===== config.mk =====
export PLATFORM = sky130hd
export DESIGN_NAME = pdmc_top
export DESIGN_NICKNAME = d
export VERILOG_FILES = /design/src/rtl/pdmc_top.v
export VERILOG_INCLUDE_DIRS = /design/src /design/src/rtl
export SDC_FILE = /design/constraint.sdc
export NUM_CORES = 2
export LEC_CHECK = 0
export BUFFER_PORTS_ARGS = -buffer_cell sky130_fd_sc_hd__buf_2
export CAP_MARGIN = 5
export CORE_ASPECT_RATIO = 0.7
export CORE_MARGIN = 3
export CORE_UTILIZATION = 34
export CTS_CLUSTER_SIZE = 10
export DETAILED_ROUTE_END_ITERATION = 8
export PLACE_DENSITY = 0.49
export SYNTH_ARGS = -nofsm -noshare
export SYNTH_HDL_FRONTEND = slang
export SYNTH_SLANG_ARGS = --single-unit

===== constraint.sdc =====
create_clock -name clk_i -period 5.9 [get_ports clk_i]
set_clock_uncertainty 0.15 [all_clocks]
set_input_delay 0.295 -clock clk_i [delete_from_list [all_inputs] [get_ports clk_i]]
set_output_delay 0.295 -clock clk_i [all_outputs]
set_load 0.05 [all_outputs]

===== src/rtl/pdmc_consts.vh =====
// Register offsets, field positions and reset values for the microphone capture block.
// Assumes a 32-bit classic Wishbone slave with word-aligned byte addresses.
`ifndef PDMC_CONSTS_VH
`define PDMC_CONSTS_VH
`define PDMC_A_START      12'h000
`define PDMC_A_STOP       12'h004
`define PDMC_A_SUB_START  12'h080
`define PDMC_A_SUB_STOP   12'h084
`define PDMC_A_EV_BEGUN   12'h100
`define PDMC_A_EV_HALTED  12'h104
`define PDMC_A_EV_FULL    12'h108
`define PDMC_A_PUB_BEGUN  12'h180
`define PDMC_A_PUB_HALTED 12'h184
`define PDMC_A_PUB_FULL   12'h188
`define PDMC_A_INTERRUPT_ENABLE_MASK      12'h300
`define PDMC_A_INTERRUPT_ENABLE_SET   12'h304
`define PDMC_A_INTERRUPT_ENABLE_CLEAR   12'h308
`define PDMC_A_ENABLE     12'h500
`define PDMC_A_CLKCTRL    12'h504
`define PDMC_A_MODE       12'h508
`define PDMC_A_LEFT_OUTPUT_GAIN      12'h518
`define PDMC_A_RIGHT_OUTPUT_GAIN      12'h51C
`define PDMC_A_RATIO      12'h520
`define PDMC_A_PSEL_CLK   12'h540
`define PDMC_A_PSEL_DIN   12'h544
`define PDMC_A_PTR        12'h560
`define PDMC_A_MAXCNT     12'h564
`define PDMC_CLKCTRL_RST  32'h08400000
`define PDMC_GAIN_RST     7'h28
`define PDMC_PSEL_RST     32'hFFFFFFFF
`define PDMC_PSEL_CONN    31
`define PDMC_SUB_EN       31
`define PDMC_CHANNEL_INDEX_W      4
`define PDMC_MODE_OP      0
`define PDMC_MODE_EDGE    1
`define PDMC_IE_BEGUN     0
`define PDMC_IE_HALTED    1
`define PDMC_IE_FULL      2
`define PDMC_RATIO64      7'd64
`define PDMC_RATIO80      7'd80
`define PDMC_HALF_DIV     5'd2
`define PDMC_FRAC_SHIFT   6
`endif


===== src/rtl/pdmc_top.v =====
// Microphone bit clock generator, two-phase data sampler, decimator and DMA writer.
// Assumes one pin bank, a memory master port with ack handshake, and task channels from the interconnect.
`include "pdmc_consts.vh"

// Notes on behaviour
// - Stereo word: right high half, left low
// - Mono word: earlier low half, later high
// - Samples stored little-endian in memory
// - Count in samples, ceil(count/2) words
// - Pointer double-buffered, latched at buffer start
// - Buffer full raises full event
// - Refill continues at latched pointer, begun event
// - Pin selections apply only while enabled
// - Disconnected selection leaves signal unconnected
// - Start and stop are write-one triggers
// - Subscriptions trigger tasks from selected channel
// - Last sample after stop raises full
// - Stop waits for the next word write to be acked, then halted event
// - Left on falling edge by default, swappable
// - Samples at clock over 64 or 80
module pdmc_top #(
	parameter NPINS = 32,
	parameter PW    = 5
) (
	input  wire              clk_i,
	input  wire              rst_i,
	input  wire              wb_cyc_i,
	input  wire              wb_stb_i,
	input  wire              wb_we_i,
	input  wire [11:0]       wb_adr_i,
	input  wire [3:0]        wb_sel_i,
	input  wire [31:0]       wb_dat_i,
	output reg  [31:0]       wb_dat_o,
	output reg               wb_ack_o,
	input  wire [15:0]       chan_i,
	output wire [15:0]       chan_o,
	output wire              irq_o,
	input  wire [NPINS-1:0]  pin_in_i,
	output wire [NPINS-1:0]  pin_out_o,
	output wire [NPINS-1:0]  pin_oe_o,
	output wire [NPINS-1:0]  pin_own_o,
	output reg  [31:0]       mem_adr_o,
	output reg  [31:0]       mem_dat_o,
	output wire              mem_req_o,
	input  wire              mem_ack_i
);
	// ****************************************
	// Registers
	// ****************************************
	reg        en_q, op_q, edge_q;
	reg [31:0] sub_start_q, sub_stop_q, pub_b_q, pub_h_q, pub_f_q;
	reg [31:0] clkctrl_q, psel_clk_q, psel_din_q, ptr_q, maxcnt_q;
	reg [6:0]  left_output_gain_q, right_output_gain_q;
	reg        ratio_q;
	reg [2:0]  ev_q, ie_q;
	wire       wr = wb_cyc_i & wb_stb_i & wb_we_i & ~wb_ack_o;
	wire       rd = wb_cyc_i & wb_stb_i & ~wb_we_i & ~wb_ack_o;
	wire [2:0] ev_set;
	wire start_trig = (wr & wb_adr_i == `PDMC_A_START & wb_dat_i[0])
		| (sub_start_q[`PDMC_SUB_EN] & chan_i[sub_start_q[`PDMC_CHANNEL_INDEX_W-1:0]]);
	wire stop_trig = (wr & wb_adr_i == `PDMC_A_STOP & wb_dat_i[0])
		| (sub_stop_q[`PDMC_SUB_EN] & chan_i[sub_stop_q[`PDMC_CHANNEL_INDEX_W-1:0]]);
	assign irq_o = |(ev_q & ie_q);
	genvar g;
	generate
		for (g = 0; g < 16; g = g + 1) begin : g_pub
			assign chan_o[g] = (pub_b_q[`PDMC_SUB_EN] & pub_b_q[`PDMC_CHANNEL_INDEX_W-1:0] == g & ev_set[`PDMC_IE_BEGUN])
				| (pub_h_q[`PDMC_SUB_EN] & pub_h_q[`PDMC_CHANNEL_INDEX_W-1:0] == g & ev_set[`PDMC_IE_HALTED])
				| (pub_f_q[`PDMC_SUB_EN] & pub_f_q[`PDMC_CHANNEL_INDEX_W-1:0] == g & ev_set[`PDMC_IE_FULL]);
		end
	endgenerate

	always @(posedge clk_i) begin
		wb_ack_o <= (wr | rd);
		if (rst_i) begin
			wb_ack_o <= 1'b0;
			en_q <= 1'b0; op_q <= 1'b0; edge_q <= 1'b0; ratio_q <= 1'b0;
			sub_start_q <= 32'h0; sub_stop_q <= 32'h0;
			pub_b_q <= 32'h0; pub_h_q <= 32'h0; pub_f_q <= 32'h0;
			clkctrl_q <= `PDMC_CLKCTRL_RST;
			psel_clk_q <= `PDMC_PSEL_RST; psel_din_q <= `PDMC_PSEL_RST;
			ptr_q <= 32'h0; maxcnt_q <= 32'h0;
			left_output_gain_q <= `PDMC_GAIN_RST; right_output_gain_q <= `PDMC_GAIN_RST;
			ev_q <= 3'b000; ie_q <= 3'b000;
		end else begin
			if (wr) begin
				case (wb_adr_i)
				`PDMC_A_SUB_START:  sub_start_q <= wb_dat_i;
				`PDMC_A_SUB_STOP:   sub_stop_q <= wb_dat_i;
				`PDMC_A_PUB_BEGUN:  pub_b_q <= wb_dat_i;
				`PDMC_A_PUB_HALTED: pub_h_q <= wb_dat_i;
				`PDMC_A_PUB_FULL:   pub_f_q <= wb_dat_i;
				`PDMC_A_INTERRUPT_ENABLE_MASK:      ie_q <= wb_dat_i[2:0];
				`PDMC_A_INTERRUPT_ENABLE_SET:   ie_q <= ie_q | wb_dat_i[2:0];
				`PDMC_A_INTERRUPT_ENABLE_CLEAR:   ie_q <= ie_q & ~wb_dat_i[2:0];
				`PDMC_A_ENABLE:     en_q <= wb_dat_i[0];
				`PDMC_A_CLKCTRL:    clkctrl_q <= wb_dat_i;
				`PDMC_A_MODE: begin
					op_q <= wb_dat_i[`PDMC_MODE_OP];
					edge_q <= wb_dat_i[`PDMC_MODE_EDGE];
				end
				`PDMC_A_LEFT_OUTPUT_GAIN:      left_output_gain_q <= wb_dat_i[6:0];
				`PDMC_A_RIGHT_OUTPUT_GAIN:      right_output_gain_q <= wb_dat_i[6:0];
				`PDMC_A_RATIO:      ratio_q <= wb_dat_i[0];
				`PDMC_A_PSEL_CLK:   psel_clk_q <= wb_dat_i;
				`PDMC_A_PSEL_DIN:   psel_din_q <= wb_dat_i;
				`PDMC_A_PTR:        ptr_q <= wb_dat_i;
				`PDMC_A_MAXCNT:     maxcnt_q <= wb_dat_i;
				default: ;
				endcase
			end
			// Hardware set beats a software clear in the same cycle
			ev_q[0] <= ev_set[0] | (ev_q[0] & ~(wr & wb_adr_i == `PDMC_A_EV_BEGUN & ~wb_dat_i[0]));
			ev_q[1] <= ev_set[1] | (ev_q[1] & ~(wr & wb_adr_i == `PDMC_A_EV_HALTED & ~wb_dat_i[0]));
			ev_q[2] <= ev_set[2] | (ev_q[2] & ~(wr & wb_adr_i == `PDMC_A_EV_FULL & ~wb_dat_i[0]));
		end
	end

	always @(posedge clk_i) begin
		if (rst_i) begin
			wb_dat_o <= 32'h0;
		end else begin
			case (wb_adr_i)
			`PDMC_A_SUB_START:  wb_dat_o <= sub_start_q;
			`PDMC_A_SUB_STOP:   wb_dat_o <= sub_stop_q;
			`PDMC_A_EV_BEGUN:   wb_dat_o <= {31'h0, ev_q[0]};
			`PDMC_A_EV_HALTED:  wb_dat_o <= {31'h0, ev_q[1]};
			`PDMC_A_EV_FULL:    wb_dat_o <= {31'h0, ev_q[2]};
			`PDMC_A_PUB_BEGUN:  wb_dat_o <= pub_b_q;
			`PDMC_A_PUB_HALTED: wb_dat_o <= pub_h_q;
			`PDMC_A_PUB_FULL:   wb_dat_o <= pub_f_q;
			`PDMC_A_INTERRUPT_ENABLE_MASK, `PDMC_A_INTERRUPT_ENABLE_SET, `PDMC_A_INTERRUPT_ENABLE_CLEAR: wb_dat_o <= {29'h0, ie_q};
			`PDMC_A_ENABLE:     wb_dat_o <= {31'h0, en_q};
			`PDMC_A_CLKCTRL:    wb_dat_o <= clkctrl_q;
			`PDMC_A_MODE:       wb_dat_o <= {30'h0, edge_q, op_q};
			`PDMC_A_LEFT_OUTPUT_GAIN:      wb_dat_o <= {25'h0, left_output_gain_q};
			`PDMC_A_RIGHT_OUTPUT_GAIN:      wb_dat_o <= {25'h0, right_output_gain_q};
			`PDMC_A_RATIO:      wb_dat_o <= {31'h0, ratio_q};
			`PDMC_A_PSEL_CLK:   wb_dat_o <= psel_clk_q;
			`PDMC_A_PSEL_DIN:   wb_dat_o <= psel_din_q;
			`PDMC_A_PTR:        wb_dat_o <= ptr_q;
			`PDMC_A_MAXCNT:     wb_dat_o <= maxcnt_q;
			default:            wb_dat_o <= 32'h0;
			endcase
		end
	end

	// ****************************************
	// Pins and bit clock
	// ****************************************
	wire clk_conn = en_q & ~psel_clk_q[`PDMC_PSEL_CONN];
	wire din_conn = en_q & ~psel_din_q[`PDMC_PSEL_CONN];
	wire [PW-1:0] clk_pin = psel_clk_q[PW-1:0];
	wire [PW-1:0] din_pin = psel_din_q[PW-1:0];
	reg  mclk_q;
	reg  running_q;
	assign pin_own_o = ({{(NPINS-1){1'b0}}, clk_conn} << clk_pin) | ({{(NPINS-1){1'b0}}, din_conn} << din_pin);
	assign pin_oe_o  = {{(NPINS-1){1'b0}}, clk_conn} << clk_pin;
	assign pin_out_o = {{(NPINS-1){1'b0}}, clk_conn & mclk_q} << clk_pin;

	// Divider: 32-bit phase accumulator stepped by clkctrl_q; its top bit, registered, is the bit clock
	reg [31:0] acc_q;
	reg        m1_q, m2_q, m2_d1_q;
	always @(posedge clk_i) begin
		if (rst_i | ~running_q) begin
			acc_q <= 32'h0;
			mclk_q <= 1'b0;
		end else begin
			acc_q <= acc_q + clkctrl_q;
			mclk_q <= acc_q[31];
		end
	end
	// Data pin through two flops before use
	always @(posedge clk_i) begin
		if (rst_i) begin
			m1_q <= 1'b0; m2_q <= 1'b0; m2_d1_q <= 1'b0;
		end else begin
			m1_q <= din_conn & pin_in_i[din_pin];
			m2_q <= m1_q;
			m2_d1_q <= mclk_q;
		end
	end
	wire rise = mclk_q & ~m2_d1_q;
	wire fall = ~mclk_q & m2_d1_q;
	wire l_stb = edge_q ? rise : fall;
	wire r_stb = edge_q ? fall : rise;

	// ****************************************
	// Decimator: boxcar count of ones over one output period
	// ****************************************
	// Plain integrator; coefficient shaping and gain are not modelled
	reg [6:0] bits_q;
	reg [6:0] lsum_q, rsum_q;
	reg [15:0] lpcm_q, rpcm_q;
	reg        pcm_v_q;
	wire [6:0] ratio_n = ratio_q ? `PDMC_RATIO80 : `PDMC_RATIO64;
	// Include the bit that lands on the frame boundary, else each frame loses one
	wire [6:0] lsum_n  = lsum_q + {6'h0, l_stb & m2_q};
	wire [6:0] rsum_n  = rsum_q + {6'h0, r_stb & m2_q};
	always @(posedge clk_i) begin
		pcm_v_q <= 1'b0;
		if (rst_i | ~running_q) begin
			bits_q <= 7'h0; lsum_q <= 7'h0; rsum_q <= 7'h0;
			lpcm_q <= 16'h0; rpcm_q <= 16'h0; pcm_v_q <= 1'b0;
		end else begin
			lsum_q <= lsum_n;
			rsum_q <= rsum_n;
			if (rise) begin
				if (bits_q == ratio_n - 7'd1) begin
					bits_q <= 7'h0;
					lpcm_q <= {lsum_n, 9'h0} - {ratio_n, 8'h0};
					rpcm_q <= {rsum_n, 9'h0} - {ratio_n, 8'h0};
					lsum_q <= 7'h0; rsum_q <= 7'h0;
					pcm_v_q <= 1'b1;
				end else begin
					bits_q <= bits_q + 7'd1;
				end
			end
		end
	end

	// ****************************************
	// DMA writer
	// ****************************************
	localparam S_IDLE = 2'd0, S_RUN = 2'd1, S_WR = 2'd2;
	reg [1:0]  st_q;
	reg [31:0] base_q, cnt_q, words_q;
	reg        stop_q, half_q, begun_q, full_q, halted_q;
	reg [15:0] held_q;
	wire [31:0] nwords = (maxcnt_q + 32'd1) >> 1;
	assign mem_req_o = (st_q == S_WR);
	assign ev_set = {full_q, halted_q, begun_q};
	always @(posedge clk_i) begin
		begun_q <= 1'b0; full_q <= 1'b0; halted_q <= 1'b0;
		if (rst_i) begin
			st_q <= S_IDLE; running_q <= 1'b0; stop_q <= 1'b0; half_q <= 1'b0;
			base_q <= 32'h0; cnt_q <= 32'h0; words_q <= 32'h0; held_q <= 16'h0;
			mem_adr_o <= 32'h0; mem_dat_o <= 32'h0;
		end else begin
			if (stop_trig & running_q) stop_q <= 1'b1;
			case (st_q)
			S_IDLE: if (start_trig & en_q) begin
				base_q <= ptr_q;
				cnt_q <= 32'h0; words_q <= nwords; half_q <= 1'b0; stop_q <= 1'b0;
				running_q <= 1'b1; begun_q <= 1'b1; st_q <= S_RUN;
			end
			S_RUN: if (~en_q) begin
				running_q <= 1'b0; halted_q <= 1'b1; st_q <= S_IDLE;
			end else if (pcm_v_q) begin
				if (~op_q) begin
					mem_dat_o <= {rpcm_q, lpcm_q};
					st_q <= S_WR;
				end else if (half_q) begin
					mem_dat_o <= {lpcm_q, held_q};
					half_q <= 1'b0; st_q <= S_WR;
				end else begin
					held_q <= lpcm_q; half_q <= 1'b1;
				end
				mem_adr_o <= base_q + {cnt_q[29:0], 2'b00};
			end
			S_WR: if (mem_ack_i) begin
				if (cnt_q + 32'd1 >= words_q | stop_q) begin
					full_q <= 1'b1;
					if (stop_q) begin
						running_q <= 1'b0; halted_q <= 1'b1; st_q <= S_IDLE;
					end else begin
						base_q <= ptr_q; cnt_q <= 32'h0; words_q <= nwords;
						begun_q <= 1'b1; st_q <= S_RUN;
					end
				end else begin
					cnt_q <= cnt_q + 32'd1; st_q <= S_RUN;
				end
			end
			default: st_q <= S_IDLE;
			endcase
		end
	end
endmodule


==> results by group <==
Logic synthesis
  – Ranking of synthesized cells by area: dfxtp_1 40%, nand2_1 10%, a21oi_1 7.5%, ha_1 4.4%, mux2i_1 3.4%
  – Commonest register cell after synthesis: dfxtp_1
  – Synth Register Bits: between 600 and 700
  – Ys Warns: 0
  – Post-synthesis simple-gate area fraction: 0.221
  – Xor and xnor area share after synthesis: 0.0318
  – Synth cell count leaders: 824 x nand2_1, 605 x dfxtp_1, 455 x a21oi_1
  – Syn Inst Count: 3,816
  – Largest area contributor in the netlist: dfxtp_1
  – Mux cell area share after synthesis: 0.0493
  – Async set-reset flop share out of synthesis: 0
  – Synth Cell Area: 30,300 um2
  – Post-synth EDFFs: 0
  – Synth Area in Adders: 0.0452
  – Synth cell types: between 70 and 80
  – Seq/Total Area, Yosys: 0.400
  – Yosys top cell area share: 0.400
  – Synthesized area per cell: approximately 7.9 um2
  – Compound-cell area share of the yosys netlist: 0.199
  – Count leader, synth: nand2_1
  – Largest family of logic cells by synthesized area: simple AND/OR/NAND/NOR gates

Worst setup path
  – Crit path DAT: ~5.6 ns
  – Startpoint Class: flip-flop
  – Worst Setup EP: cnt_q[27]
  – Critical Path RT: 6.30 ns
  – Most frequent CP cell: and3_1
  – Reg2reg path depth: 17
  – Critical path class: flip-flop to flip-flop
  – R2R Setup Slk: between 0.6 and 0.7 ns
  – Crit end category: flip-flop
  – Slowest cell on crit path: or4_4
  – CP cell instances: ha_1 -> and3_1 -> and3_1 -> nand3_1 -> nor3_1 -> buf_4 -> nand4_1 -> xnor2_1 -> ha_1 -> and3_1 -> a221oi_1 -> o21ai_0 -> or4_4 -> a211oi_4 -> buf_4 -> nand3_1 -> a21oi_1
  – CP startpoint: cnt_q[0]
  – Slowest Stage Delay on Critical Path: ~0.61 ns
  – Bufs and invs on worst path: 2
  – Levels on crit path: 17
  – CP top delay family: simple AND/OR/NAND/NOR gates
  – Reg-to-Reg Start: cnt_q[0]
  – FF-to-FF End: cnt_q[27]
  – Crit-path max FO: 18

Route
  – Drt initial violations: around 2,900
  – Vias: 28,452
  – Vias per inst: roughly 5.5
  – Detailed Routing Iterations Pass 1: 7
  – Wire length per cell: approximately 22 um
  – Routed Antenna Nets: 0
  – Routed wire length: 113 mm
  – DRC viols: 0

Global route
  – Gr usage total: 0.235
  – Initial antenna violation count: 3
  – Grt ovf: 0
  – First-pass GRT wire length: 171 mm
  – Largest net degree at the start of global routing: ~170
  – Vias in the first global route: between 20,000 and 30,000

Timing
  – Max-slew violations: 0
  – Final worst-path cycle share: 0.883
  – Final hold vios: 0
  – RSZ-0062 raised after global routing: false
  – Hold slack: a little over 0.04 ns
  – Max_slew headroom: 0.266
  – Final setup fails: 0
  – Worst Max-Slew Pin Slew: about 1.1 ns
  – Fin crit period: 5.21 ns
  – Fmax: approximately 0.19 GHz
  – Setup_tns: 0 ns

Clock network
  – Root buf cell: clkbuf_16
  – Cts bufs inserted: approximately 70
  – Buffers inserted by post-CTS timing repair: 0
  – Worst skew pair latency: around 0.63 ns
  – Clk slew on worst S/H paths: roughly 0.060 ns
  – Max clock buf depth: 3
  – CTS tree: built
  – # clock sinks: just over 600
  – CTS HTree Levels: 3

Min path
  – Worst hold start: wb_adr_i[7]
  – Worst min-delay path class: primary input to flip-flop

Floorplanning
  – Row cnt: 90
  – Die width: approximately 360 um
  – Die area: 92,600 um2
  – Starting Density: 0.347
  – Core ar.: 87,200 um2
  – Die H: ~260 um
  – I/O Pins: ~310

Power
  – P_int: 6.42 mW
  – LEAKAGE: roughly 13 nW
  – Pwr dens: 240 nW/um2
  – Sequential Power Share: 0.488
  – Sw frac: 0.234
  – Worst VDD drop: 0.187 mV
  – Comb pwr share: 0.034
  – Clock network fraction of total power: 0.478
  – P_sw: between 1.5 and 2 mW

Place
  – Inst Count DP: ~5,000
  – Placer congestion estimate: 0.881
  – IO buf count: 290
  – Hpwl dp: about 78 mm

Final layout
  – Share of cells above drive strength 1: 0.124
  – Fillers: about 9,000
  – Nets: roughly 4,200
  – Post-Layout Cell Count: between 5,000 and 6,000
  – P&R area growth vs syn: 15.3%

Flow run
  – Max cap viols: 0

Outcome
  – Status: finished clean
## worst reg2reg max path, cell delays in order, from the launching register on
cell and delay [ns]:
dfxtp_1 0.44, ha_1 0.33, and3_1 0.26, and3_1 0.29, nand3_1 0.23, nor3_1 0.23, buf_4 0.18, nand4_1 0.17
xnor2_1 0.19, ha_1 0.29, and3_1 0.18, a221oi_1 0.23, o21ai_0 0.13, or4_4 0.61, a211oi_4 0.58, buf_4 0.34
nand3_1 0.12, a21oi_1 0.18
## cell families (layout without fill, tap and decap cells)
logic type,Yosys count,after routing
xor+xnor,110,110
compound gates,966,966
other cells,1,21
simple gates,1512,1512
buf+inv,390,551
flops,605,605
mux,124,124
fa+ha+maj,108,108
## worst min path at each step
stage                            endpoint  cells after the start
floorplan                        wb_ack_o                      2
global placement    left_output_gain_q[2]                      2
detailed placement  left_output_gain_q[4]                      2
CTS                          clkctrl_q[0]                      3
global route               sub_start_q[0]                      3
finish                            ratio_q                      5
## through the flow
stage / setup WS (ns) / utilization / cell area [um2] / power [mW]
3_3_place_gp: 0.809 / 0.373 / 32500 / 4.44
3_5_place_dp: 0.729 / 0.373 / 32500 / 4.44
2_1_floorplan: 1.29 / - / 30300 / 4.34
5_1_grt: 0.265 / 0.400 / 34900 / 8.64
6_report: 0.689 / 0.400 / 34900 / 8.38
4_1_cts: 0.730 / 0.400 / 34900 / 8.48
## timing repair
action,in CTS,in global routing
endpoints found under the hold margin,367,0
resized for setup,0,0
hold buffers,40,0
## sequential cells by signal (all words and copies together) (netlist names), 14 cells and up
name         count
clkctrl_q       32
pub_h_q         32
pub_f_q         32
cnt_q           32
psel_clk_q      32
maxcnt_q        32
psel_din_q      32
words_q         31
ptr_q           32
wb_dat_o        32
sub_stop_q      32
pub_b_q         32
mem_dat_o       14
sub_start_q     32
acc_q           32
mem_adr_o       32
base_q          32
## metal layers
metal  part of all wire  track usage  routed length [um]
met3              0.061       0.0336                6870
met5                  0            0                   0
met1               0.50        0.364               56600
met2               0.42        0.344               47600
met4              0.016       0.0464                1790
## power groups by stage
| stage | clock, mW | combinational (mW) | sequential, mW |
|---|---|---|---|
| 2_1_floorplan | 0 | 0.161 | 4.18 |
| 3_5_place_dp | 0 | 0.257 | 4.18 |
| 3_3_place_gp | 0 | 0.257 | 4.18 |
| 6_report | 4.01 | 0.282 | 4.09 |
| 4_1_cts | 4.10 | 0.280 | 4.09 |
| 5_1_grt | 4.25 | 0.299 | 4.09 |
## cells in the final DEF, fill, tap and decap left out, types with 26 or more instances in the layout
cell           netlist  layout
mux2i_1            103     103
o21ai_0             93      93
ha_1               106     106
a31oi_1             31      31
nand2_1            824     821
inv_1               72      72
and3_1              69      69
nor3_1              52      44
a21oi_1            455     455
a211oi_1            70      70
dfxtp_1            605     605
a222oi_1            32      32
o22ai_1             34      34
nor2_1             221     216
nand2b_1            27      27
nand3_1            160     160
buf_2                6     289
dlygate4sd3_1        0      40
nor2b_1             27      26
nand4_1             35      35
a21o_1              38      38
xor2_1              40      40
buf_4               20      56
clkbuf_16            0      73
xnor2_1             70      70
a22oi_1             83      83
## layout make-up
cell class | instances | area (um2) | area share
clock buffers | 82 | 1890 | 0.0542
diodes | 3 | 7.51 | 0.000215
multi-input cells | 2838 | 16700 | 0.479
inverters | 73 | 277 | 0.00793
clock inverters | 6 | 86.3 | 0.00247
well taps | 1150 | 1440 | 0.0412
flip-flops and latches | 605 | 12100 | 0.347
repair buffers | 390 | 2360 | 0.0677
Note: power is estimated with default switching activity, not from simulation.
